===== config.mk =====
export PLATFORM = sky130hd
export DESIGN_NAME = ts_sensor_regs
export DESIGN_NICKNAME = d
export VERILOG_FILES = /design/src/hdl/ts_pin_sync.v /design/src/hdl/ts_sensor_regs.v
export VERILOG_INCLUDE_DIRS = /design/src /design/src/common
export SDC_FILE = /design/constraint.sdc
export NUM_CORES = 1
export LEC_CHECK = 0
export BUFFER_PORTS_ARGS = -buffer_cell sky130_fd_sc_hd__buf_2
export CORE_UTILIZATION = 60
export CTS_CLUSTER_DIAMETER = 60
export DETAILED_ROUTE_END_ITERATION = 7
export PLACE_DENSITY = 0.77
export SLEW_MARGIN = 25
export SYNTH_ARGS = -nofsm -noshare
export SYNTH_HDL_FRONTEND = slang
export SYNTH_SLANG_ARGS = --single-unit
export TNS_END_PERCENT = 100

===== constraint.sdc =====
create_clock -name clk -period 6.3 [get_ports clk]
set_input_delay 1.26 -clock clk [delete_from_list [all_inputs] [get_ports clk]]
set_output_delay 1.26 -clock clk [all_outputs]
set_load 0.01 [all_outputs]

===== src/common/ts_map.vh =====
// Register offsets, field positions, reset values and timing counts of the sensor.
`ifndef TS_MAP_VH
`define TS_MAP_VH

// Register selector codes held in the two low selector bits.
`define TS_SEL_RESULT 2'b00
`define TS_SEL_CONFIG 2'b01
`define TS_SEL_UPPER 2'b10
`define TS_SEL_LOWER 2'b11

// Operating configuration field positions.
`define TS_CFG_POWER_DOWN 7
`define TS_CFG_FILTER_ON 6
`define TS_CFG_OVER_DISABLE 5
`define TS_CFG_OVER_POLARITY 4

// Reset values.
`define TS_CONFIG_RESET 8'h40
`define TS_SELECTOR_RESET 8'h00
`define TS_LIMIT_RESET 8'h00
`define TS_RESULT_RESET 10'h000

// Second result byte flag positions.
`define TS_FLAG_OVER 5
`define TS_FLAG_UPPER 4
`define TS_FLAG_LOWER 3

// Serial bus address of this slave.
`define TS_BUS_ADDR 7'h48

// Extended grade decode offsets, in quarter degrees.
`define TS_EXT_OFFSET_POS 12'h064
`define TS_EXT_OFFSET_NEG 12'h19C

// Timing: clock rate, countdown, conversion and glitch filter times.
`define TS_CLK_MHZ 50
`define TS_WAIT_US 400
`define TS_CONV_US 25
`define TS_FILT_NS 50
`define TS_WAIT_CYC (`TS_WAIT_US * `TS_CLK_MHZ)
`define TS_CONV_CYC (`TS_CONV_US * `TS_CLK_MHZ)
`define TS_FILT_CYC ((`TS_FILT_NS * `TS_CLK_MHZ + 999) / 1000)

`endif


===== src/hdl/ts_pin_sync.v =====
// Three-stage pin synchroniser with an optional glitch filter.
`timescale 1ns/1ps
module ts_pin_sync
#(
    parameter FILT_CYC = 3
)
(
    input wire clk,
    input wire rst,
    input wire pin,
    input wire filter_on,
    output reg level
);

    reg s1_reg;
    reg s2_reg;
    reg s3_reg;
    reg [7:0] stable_reg;

    // The first stage feeds only the second; a change counts once stages two and three agree.
    always @(posedge clk or posedge rst)
    begin
        if (rst)
        begin
            s1_reg <= 1'b1;
            s2_reg <= 1'b1;
            s3_reg <= 1'b1;
        end
        else
        begin
            s1_reg <= pin;
            s2_reg <= s1_reg;
            s3_reg <= s2_reg;
        end
    end

    // With the filter on, a new level must hold for FILT_CYC cycles before it is taken.
    always @(posedge clk or posedge rst)
    begin
        if (rst)
        begin
            stable_reg <= 8'h00;
            level <= 1'b1;
        end
        else if (s2_reg == s3_reg && s3_reg != level)
        begin
            if (!filter_on || stable_reg >= FILT_CYC[7:0])
            begin
                level <= s3_reg;
                stable_reg <= 8'h00;
            end
            else
            begin
                stable_reg <= stable_reg + 8'h01;
            end
        end
        else
        begin
            stable_reg <= 8'h00;
        end
    end

endmodule // ts_pin_sync


===== src/hdl/ts_sensor_regs.v =====
// Register file, result formatting, limit logic and two-wire slave of the temperature sensor.
//
// Operation
// RULE1 - Result is 10-bit two's complement, quarter degrees.
// RULE2 - Eight-bit selector; only low two bits select.
// RULE3 - First written byte sets selector; later bytes follow.
// RULE4 - 00 result, 01 config, 10 upper, 11 lower.
// RULE5 - Config bit 7 set powers down conversions.
// RULE6 - Config bit 6 clear bypasses bus filtering.
// RULE7 - Config bit 5 set disables over-limit output.
// RULE8 - Config bit 4 sets over-limit output polarity.
// RULE9 - Master writes zeros to config bits 3-0.
// RULE10 - Config resets to filter on, all else zero.
// RULE11 - Result read as high byte then low byte.
// RULE12 - Second byte: flags at 5-3, zeros at 2-0.
// RULE13 - Over-limit flag mirrors the over-limit pin.
// RULE14 - Upper flag sets above limit, clears on read.
// RULE15 - Lower flag sets below limit, clears on read.
// RULE16 - Extended grade code decodes with 25 degree offset.
// RULE17 - Standard grade code decodes as signed quarters.
// RULE18 - Upper flag bit 4, lower flag bit 3.
// RULE19 - Convert after each 400 us countdown, 25 us.
// RULE20 - Over-limit sets above upper, clears below lower.
// RULE21 - Selector persists across any number of reads.
// RULE22 - Limit and config writes carry one data byte.
`timescale 1ns/1ps
`include "ts_map.vh"
module ts_sensor_regs
#(
    parameter WAIT_CYC = `TS_WAIT_CYC,
    parameter CONV_CYC = `TS_CONV_CYC,
    parameter FILT_CYC = `TS_FILT_CYC,
    parameter EXT_GRADE = 0,
    parameter [6:0] BUS_ADDR = `TS_BUS_ADDR
)
(
    input wire clk,
    input wire rst,
    input wire scl_in,
    input wire sda_in,
    output wire sda_out,
    output reg sda_oe,
    output wire alert_out,
    output wire alert_oe,
    input wire [9:0] adc_code,
    output reg conv_hold,
    output reg [11:0] temp_quarters
);

    localparam ST_IDLE = 3'd0;
    localparam ST_ADDR = 3'd1;
    localparam ST_ACK_ADDR = 3'd2;
    localparam ST_WRITE = 3'd3;
    localparam ST_ACK_WRITE = 3'd4;
    localparam ST_READ = 3'd5;
    localparam ST_MASTER_ACK = 3'd6;

    // Registers seen by the master.
    reg [9:0] result_reg;
    reg [7:0] config_reg;
    reg [7:0] upper_reg;
    reg [7:0] lower_reg;
    reg [7:0] selector_reg;
    reg upper_flag_reg;
    reg lower_flag_reg;
    reg over_state_reg;

    // Conversion timebase.
    reg [31:0] tick_reg;
    reg busy_reg;
    reg done_reg;

    // Serial engine.
    reg [2:0] state_reg;
    reg [7:0] shift_reg;
    reg [3:0] bit_reg;
    reg [7:0] tx_reg;
    reg rw_reg;
    reg byte_idx_reg;
    reg second_half_reg;
    reg scl_q_reg;
    reg sda_q_reg;

    wire scl_s;
    wire sda_s;
    wire filter_on;
    wire scl_rise;
    wire scl_fall;
    wire bus_start;
    wire bus_stop;
    wire over_enabled;
    wire over_pin_level;
    wire [11:0] cur_quarters;
    wire above_upper;
    wire below_lower;
    wire [7:0] rd_byte;
    wire [1:0] sel;

    // Decodes a result code into signed quarter degrees for the chosen grade.
    function [11:0] ts_to_quarters;
        input [9:0] code;
        input ext;
        begin
            if (ext && !code[9])
                ts_to_quarters = {3'b000, code[8:0]} + `TS_EXT_OFFSET_POS; // RULE16
            else if (ext)
                ts_to_quarters = {3'b000, code[8:0]} - `TS_EXT_OFFSET_NEG; // RULE16
            else
                ts_to_quarters = {{2{code[9]}}, code}; // RULE17
        end
    endfunction

    // Scales a whole-degree limit into quarter degrees.
    function [11:0] ts_limit_quarters;
        input [7:0] lim;
        begin
            ts_limit_quarters = {{2{lim[7]}}, lim, 2'b00};
        end
    endfunction

    // Filtering follows the configuration bit; clearing it bypasses the filter.
    assign filter_on = config_reg[`TS_CFG_FILTER_ON]; // RULE6

    ts_pin_sync #(.FILT_CYC(FILT_CYC)) u_scl_sync
    (
        .clk(clk),
        .rst(rst),
        .pin(scl_in),
        .filter_on(filter_on),
        .level(scl_s)
    );

    ts_pin_sync #(.FILT_CYC(FILT_CYC)) u_sda_sync
    (
        .clk(clk),
        .rst(rst),
        .pin(sda_in),
        .filter_on(filter_on),
        .level(sda_s)
    );

    // Bus events derived from the settled line levels.
    assign scl_rise = scl_s && !scl_q_reg;
    assign scl_fall = !scl_s && scl_q_reg;
    assign bus_start = scl_s && scl_q_reg && sda_q_reg && !sda_s;
    assign bus_stop = scl_s && scl_q_reg && !sda_q_reg && sda_s;
    assign sel = selector_reg[1:0]; // RULE2

    // Limit comparison on the stored result.
    assign cur_quarters = ts_to_quarters(result_reg, EXT_GRADE != 0);
    assign above_upper = $signed(cur_quarters) > $signed(ts_limit_quarters(upper_reg));
    assign below_lower = $signed(cur_quarters) < $signed(ts_limit_quarters(lower_reg));

    // The pin is open drain: it is pulled low only when its level must be low.
    assign over_enabled = !config_reg[`TS_CFG_OVER_DISABLE]; // RULE7
    assign over_pin_level = (over_enabled && over_state_reg) ?
        config_reg[`TS_CFG_OVER_POLARITY] : !config_reg[`TS_CFG_OVER_POLARITY]; // RULE8
    assign alert_out = 1'b0;
    assign alert_oe = !over_pin_level;
    assign sda_out = 1'b0;

    // Byte to send next, chosen by the selector.
    assign rd_byte = (sel == `TS_SEL_RESULT && !second_half_reg) ? result_reg[9:2] : // RULE11
        (sel == `TS_SEL_RESULT) ? {result_reg[1:0], over_pin_level, // RULE13
        upper_flag_reg, lower_flag_reg, 3'b000} : // RULE12 RULE18
        (sel == `TS_SEL_CONFIG) ? config_reg :
        (sel == `TS_SEL_UPPER) ? upper_reg : lower_reg; // RULE4

    // Timebase: count down, hold for the conversion time, then load the result.
    always @(posedge clk or posedge rst)
    begin
        if (rst)
        begin
            tick_reg <= 32'h0000_0000;
            busy_reg <= 1'b0;
            done_reg <= 1'b0;
            conv_hold <= 1'b0;
            result_reg <= `TS_RESULT_RESET;
        end
        else if (config_reg[`TS_CFG_POWER_DOWN] && !busy_reg)
        begin
            // Power-down lets a running conversion finish, so no hold pulse is cut short,
            // then stops the timebase; the bus stays alive.
            tick_reg <= 32'h0000_0000; // RULE5
            busy_reg <= 1'b0;
            done_reg <= 1'b0;
            conv_hold <= 1'b0;
        end
        else if (!busy_reg)
        begin
            done_reg <= 1'b0;
            if (tick_reg >= WAIT_CYC - 1)
            begin
                tick_reg <= 32'h0000_0000; // RULE19
                busy_reg <= 1'b1;
                conv_hold <= 1'b1;
            end
            else
            begin
                tick_reg <= tick_reg + 32'h0000_0001;
            end
        end
        else if (tick_reg >= CONV_CYC - 1)
        begin
            tick_reg <= 32'h0000_0000;
            busy_reg <= 1'b0;
            conv_hold <= 1'b0;
            done_reg <= 1'b1;
            result_reg <= adc_code; // RULE1 RULE19
        end
        else
        begin
            tick_reg <= tick_reg + 32'h0000_0001;
        end
    end

    // Decoded temperature for the system, refreshed every cycle from the result.
    always @(posedge clk or posedge rst)
    begin
        if (rst)
            temp_quarters <= 12'h000;
        else
            temp_quarters <= cur_quarters; // RULE16 RULE17
    end

    // Over-limit state has hysteresis: set above upper, cleared only below lower.
    always @(posedge clk or posedge rst)
    begin
        if (rst)
            over_state_reg <= 1'b0;
        else if (done_reg && above_upper)
            over_state_reg <= 1'b1; // RULE20
        else if (done_reg && below_lower)
            over_state_reg <= 1'b0; // RULE20
    end

    // Limit flags: a new conversion that still breaks a limit sets the flag even
    // in the cycle the second result byte clears it, so no event is lost.
    always @(posedge clk or posedge rst)
    begin
        if (rst)
        begin
            upper_flag_reg <= 1'b0;
            lower_flag_reg <= 1'b0;
        end
        else
        begin
            if (done_reg && above_upper)
                upper_flag_reg <= 1'b1; // RULE14
            else if (state_reg == ST_MASTER_ACK && scl_rise && sel == `TS_SEL_RESULT &&
                     second_half_reg)
                upper_flag_reg <= 1'b0; // RULE14
            if (done_reg && below_lower)
                lower_flag_reg <= 1'b1; // RULE15
            else if (state_reg == ST_MASTER_ACK && scl_rise && sel == `TS_SEL_RESULT &&
                     second_half_reg)
                lower_flag_reg <= 1'b0; // RULE15
        end
    end

    // Previous settled levels for edge and condition detection.
    always @(posedge clk or posedge rst)
    begin
        if (rst)
        begin
            scl_q_reg <= 1'b1;
            sda_q_reg <= 1'b1;
        end
        else
        begin
            scl_q_reg <= scl_s;
            sda_q_reg <= sda_s;
        end
    end

    // Two-wire slave: bits sampled on clock rise, data driven after clock fall.
    always @(posedge clk or posedge rst)
    begin
        if (rst)
        begin
            state_reg <= ST_IDLE;
            shift_reg <= 8'h00;
            bit_reg <= 4'h0;
            tx_reg <= 8'h00;
            rw_reg <= 1'b0;
            byte_idx_reg <= 1'b0;
            second_half_reg <= 1'b0;
            sda_oe <= 1'b0;
            selector_reg <= `TS_SELECTOR_RESET;
            config_reg <= `TS_CONFIG_RESET; // RULE10
            upper_reg <= `TS_LIMIT_RESET;
            lower_reg <= `TS_LIMIT_RESET;
        end
        else if (bus_start)
        begin
            // A start, repeated or not, always begins a fresh address byte.
            state_reg <= ST_ADDR;
            bit_reg <= 4'h0;
            byte_idx_reg <= 1'b0;
            second_half_reg <= 1'b0;
            sda_oe <= 1'b0;
        end
        else if (bus_stop)
        begin
            state_reg <= ST_IDLE;
            sda_oe <= 1'b0;
        end
        else
        begin
            case (state_reg)
                ST_ADDR:
                begin
                    if (scl_rise)
                    begin
                        shift_reg <= {shift_reg[6:0], sda_s};
                        bit_reg <= bit_reg + 4'h1;
                    end
                    else if (scl_fall && bit_reg == 4'h8)
                    begin
                        if (shift_reg[7:1] == BUS_ADDR)
                        begin
                            rw_reg <= shift_reg[0];
                            sda_oe <= 1'b1;
                            state_reg <= ST_ACK_ADDR;
                        end
                        else
                        begin
                            state_reg <= ST_IDLE;
                        end
                    end
                end
                ST_ACK_ADDR:
                begin
                    if (scl_fall)
                    begin
                        bit_reg <= 4'h0;
                        if (rw_reg)
                        begin
                            // The selector is left as it was, so reads may repeat freely.
                            tx_reg <= rd_byte; // RULE21
                            sda_oe <= !rd_byte[7];
                            state_reg <= ST_READ;
                        end
                        else
                        begin
                            sda_oe <= 1'b0;
                            state_reg <= ST_WRITE;
                        end
                    end
                end
                ST_WRITE:
                begin
                    if (scl_rise)
                    begin
                        shift_reg <= {shift_reg[6:0], sda_s};
                        bit_reg <= bit_reg + 4'h1;
                    end
                    else if (scl_fall && bit_reg == 4'h8)
                    begin
                        sda_oe <= 1'b1;
                        state_reg <= ST_ACK_WRITE;
                        if (!byte_idx_reg)
                        begin
                            selector_reg <= shift_reg; // RULE3
                            byte_idx_reg <= 1'b1;
                        end
                        else if (sel == `TS_SEL_CONFIG)
                            config_reg <= shift_reg; // RULE3 RULE22
                        else if (sel == `TS_SEL_UPPER)
                            upper_reg <= shift_reg; // RULE3 RULE22
                        else if (sel == `TS_SEL_LOWER)
                            lower_reg <= shift_reg; // RULE3 RULE22
                    end
                end
                ST_ACK_WRITE:
                begin
                    if (scl_fall)
                    begin
                        sda_oe <= 1'b0;
                        bit_reg <= 4'h0;
                        state_reg <= ST_WRITE;
                    end
                end
                ST_READ:
                begin
                    if (scl_fall)
                    begin
                        if (bit_reg == 4'h7)
                        begin
                            sda_oe <= 1'b0;
                            state_reg <= ST_MASTER_ACK;
                        end
                        else
                        begin
                            tx_reg <= {tx_reg[6:0], 1'b0};
                            sda_oe <= !tx_reg[6];
                            bit_reg <= bit_reg + 4'h1;
                        end
                    end
                end
                ST_MASTER_ACK:
                begin
                    if (scl_rise)
                    begin
                        // A no-acknowledge ends the read; the slave idles until the next start.
                        if (sda_s)
                            state_reg <= ST_IDLE;
                        if (sel == `TS_SEL_RESULT)
                            second_half_reg <= !second_half_reg; // RULE11
                    end
                    else if (scl_fall)
                    begin
                        bit_reg <= 4'h0;
                        tx_reg <= rd_byte;
                        sda_oe <= !rd_byte[7];
                        state_reg <= ST_READ;
                    end
                end
                default:
                begin
                    sda_oe <= 1'b0;
                end
            endcase
        end
    end

endmodule // ts_sensor_regs


==> summary by stage <==
Final layout
The utilization after layout is 0.706. The number of nets in the final layout is 665. Across the whole layout, storage elements account for 3420 um2. Of the cells placed in the final design, the portion with a size suffix greater than 1 is 0.197. The fill cell instance count of the final layout is 769.

From synthesis to final layout, the design area changed by 13.5%. The finished layout cell area is 7320 um2. The number of antenna diodes in the final layout is 0. The area of the multi-input gates is 2860 um2. The register with the most flip-flops in the layout has 32 of them. The finished layout holds 771 standard cells, fillers aside.

Synth
The total number of yosys warnings is 0. The dominant synthesized flop cell is sky130_fd_sc_hd__dfrtp_1. After synthesis, the share of cell area in mux cells is 0.116. The instance count of the mapped netlist is 570. The fraction of the yosys area taken by sequential cells is 0.530. The basic-gate share of the synthesized area counting and, or, nand and nor cells is 0.134. The share of synthesized cell area in full adder, half adder and majority cells is 0.0563.

The combinational family with the most area after synthesis is simple AND/OR/NAND/NOR gates. The complex-gate fraction of the synthesized area is 0.0991. In this run, synthesis inferred 0 flip-flops with an integrated enable. A synthesized cell averages 11.3 um2. Counting flops with an async set or reset pin after synthesis yields a share of 1.00.

The number of library cell types mapped by synthesis is 59. After synthesis the netlist holds a flip-flop and latch count of 136. The synthesized-area fraction occupied by xor and xnor cells is 0.0190. After synthesis the cells add up to 6450 um2.

Clock network
The TritonCTS buffer count is 17. TritonCTS built the clock tree. The clock transition at the registers of the reported paths is 0.06 ns. The number of sinks on the clock net is 136.

Counting along the longest clock path gives a buffer depth of 2. For this design, the CTS-stage hold fixing added 0 buffers. The clock tree synthesis step divided the H-tree into 4 levels. The setup fix buffers added after clock tree synthesis is 0. The CTS root buffer is sky130_fd_sc_hd__clkbuf_8. For the worst-skew pair, the clock arrives at the later sink with an insertion delay of 0.52 ns.

The number of gates resized after CTS was 0.

Timing
The worst max-slew margin expressed relative to the limit is 0.476. The final critical path time including I/O delays and setup is 2.76 ns. Dividing the final minimum period by the clock period gives 0.437.

The number of max-slew violations in the final report is 0. Across the routed clock network, the largest skew measured is 0.00558 ns. The final-report hold violation count was 0.

At the pin with the least slew margin, the transition time is 0.786 ns. The hold slack is 0.355 ns. In the final timing run, aggregate negative setup slack is 0 ns. Static timing analysis puts the maximum clock frequency at 363 MHz. The worst path meets setup with 3.55 ns of slack. Setup repair after global routing left no endpoint under its margin. The final count of negative-setup-slack endpoints is 0.

Detailed routing
Detailed routing inserted a total of 4313 vias. In the final routed layout, each cell accounts on average for 16.0 um. The number of iterations in the first detailed-routing pass is 5. The total DRC errors in the routed layout is 0. After detailed routing, the total wire length is 12.3 mm. Once detail routing completed, the nets flagged for antenna violations numbered 0. The detailed-route vias per instance is 5.59. In this run, the number of DRC markers left after iteration 0 of detailed routing was 267.

Die
The core footprint is 10400 um2. The count of boundary I/O pins is 31. The die is 106 um wide. For this configuration, the core starts out at a cell density of 0.622. The floorplan die area is 11200 um2.

The die span in y is 106 um. The floorplan has 37 rows.

Placement
Detailed placement ended at an HPWL of 8.48 mm. The total placed cells including tap cells is 739. Routability-driven placement finished with a final weighted congestion of 0.862. The total cell area at the placement stage is 6740 um2.

At the placement stage, the worst setup path has a slack of 3.54 ns. The count of input and output buffers is 28.

Run
Across the run, the number of max-cap violations was 0.

Power
Of the total power, the share spent switching nets is 0.243. Internal power comes to 1.54 mW. In this run the static leakage power is 3.33 nW. The switching power is 0.494 mW.

For this design the ratio of total power to cell area is 278 nW/um2. The share of total power dissipated in sequential elements is 0.470. The combinational power share is 0.063. The power consumption is 2.04 mW. The share of total power dissipated in the clock network is 0.467. IR analysis of the VDD net gives a maximum drop of 0.200 mV.

Global route
The number of global-route vias before repair is 4353. Entering global routing, the biggest net connects 70 pins. The global route total overflow is 0. The global-route wire length before repair is 21.1 mm. The initial antenna violation count is 0. For this run, the total global-route usage over all layers was measured as 0.246.

Setup path
In this run the critical register-to-register path is launched from scl_q_reg. STA puts the critical path data arrival time at 1.49 ns. The worst setup path is launched from a register. Tracing the worst setup path back leads to its startpoint at config_reg[5].

The critical path data required time is 5.04 ns. STA classifies the critical path endpoint as an output pin. The worst setup path is of the reg2out kind. In this run the worst path has a maximum fanout of 3.

Min path
The launch point of the worst hold path is u_sda_sync.s1_reg. The class of the most critical hold timing path is reg2reg.

Status
The flow ran to the end, and the final reports show no timing, DRC or antenna violations.
==> cell usage after synthesis, drive strengths merged (4+ instances only) <==
cell type,count,area (um2)
a21o,4,30.0
mux2,48,601
o31ai,5,37.5
dfrtp,125,3130
nand2b,5,31.3
dfstp,11,289
a21oi,24,120
o21ai,29,145
a211oi,8,60.1
and3,7,43.8
o21a,5,37.5
nand4,8,50.1
nor3,21,116
mux2i,15,150
ha,29,363
buf,13,98.8
nand2,38,143
clkbuf,13,48.8
nor2,34,128
nor3b,5,37.5
nand3,11,55.1
o22ai,5,31.3
nor2b,8,57.6
a31oi,4,25.0
nor4,9,56.3
inv,37,139
xnor2,11,96.3
==> worst max-delay path, cell delays in order (launching register included) <==
cell	delay, ns
sky130_fd_sc_hd__dfrtp_1	0.38
sky130_fd_sc_hd__nand2b_1	0.16
sky130_fd_sc_hd__xnor2_1	0.24
sky130_fd_sc_hd__buf_2	0.18
==> cell families after synthesis <==
| family | after synthesis |
|---|---|
| flip-flops | 136 |
| adder cells (fa/ha/maj) | 29 |
| buffers and inverters | 63 |
| AO/OA/AOI/OAI | 102 |
| AND/OR/NAND/NOR | 162 |
| other | 1 |
| XOR/XNOR | 14 |
| multiplexers | 63 |
==> power groups by stage <==
stage | Clock, mW | Sequential (mW) | Combinational (mW)
global route | 1.01 | 0.964 | 0.146
finish | 0.951 | 0.958 | 0.127
floorplan | 0 | 0.956 | 0.101
CTS | 0.969 | 0.957 | 0.129
global placement | 0 | 0.970 | 0.123
detailed placement | 0 | 0.973 | 0.128
==> cells in the final DEF (no fill, tap or decap), types with 15 or more instances in the layout <==
cell	netlist	final
sky130_fd_sc_hd__a21oi_1	24	24
sky130_fd_sc_hd__buf_2	4	28
sky130_fd_sc_hd__clkbuf_16	0	16
sky130_fd_sc_hd__conb_1	1	31
sky130_fd_sc_hd__dfrtp_1	125	125
sky130_fd_sc_hd__ha_1	29	29
sky130_fd_sc_hd__inv_1	37	36
sky130_fd_sc_hd__mux2_2	29	29
sky130_fd_sc_hd__mux2_4	16	16
sky130_fd_sc_hd__mux2i_1	15	15
sky130_fd_sc_hd__nand2_1	38	38
sky130_fd_sc_hd__nor2_1	34	34
sky130_fd_sc_hd__nor3_1	20	20
sky130_fd_sc_hd__o21ai_0	29	29
==> area by class of cell <==
type | instances | share of cell area
multi-input cells | 401 | 0.391
well taps | 136 | 0.0233
flip-flops and latches | 136 | 0.467
repair buffers | 29 | 0.0202
clock inverters | 13 | 0.0197
clock buffers | 19 | 0.0590
inverters | 37 | 0.0197
==> path summary, 6_finish.rpt <==
check	end	slack, ns	cells past startpoint
min in group asynchronous	tick_reg[4]	0.83	2
hold / removal	u_sda_sync.s2_reg	0.35	0
setup reg to reg	upper_reg[7]	3.55	7
setup / recovery	alert_oe	3.55	3
max in group asynchronous	selector_reg[1]	4.25	3
hold reg to reg	u_sda_sync.s2_reg	0.35	0
==> routing by layer <==
metal / vias up / share of wire / global-route usage / wire length, um
met1: 2118 / 0.46 / 0.330 / 5640
met5: - / 0 / 0 / 0
met2: 89 / 0.48 / 0.389 / 5970
li1: 2084 / - / - / -
met3: 22 / 0.037 / 0.0464 / 462
met4: 0 / 0.022 / 0.115 / 274
No activity file was read; power rests on OpenSTA's default activity.
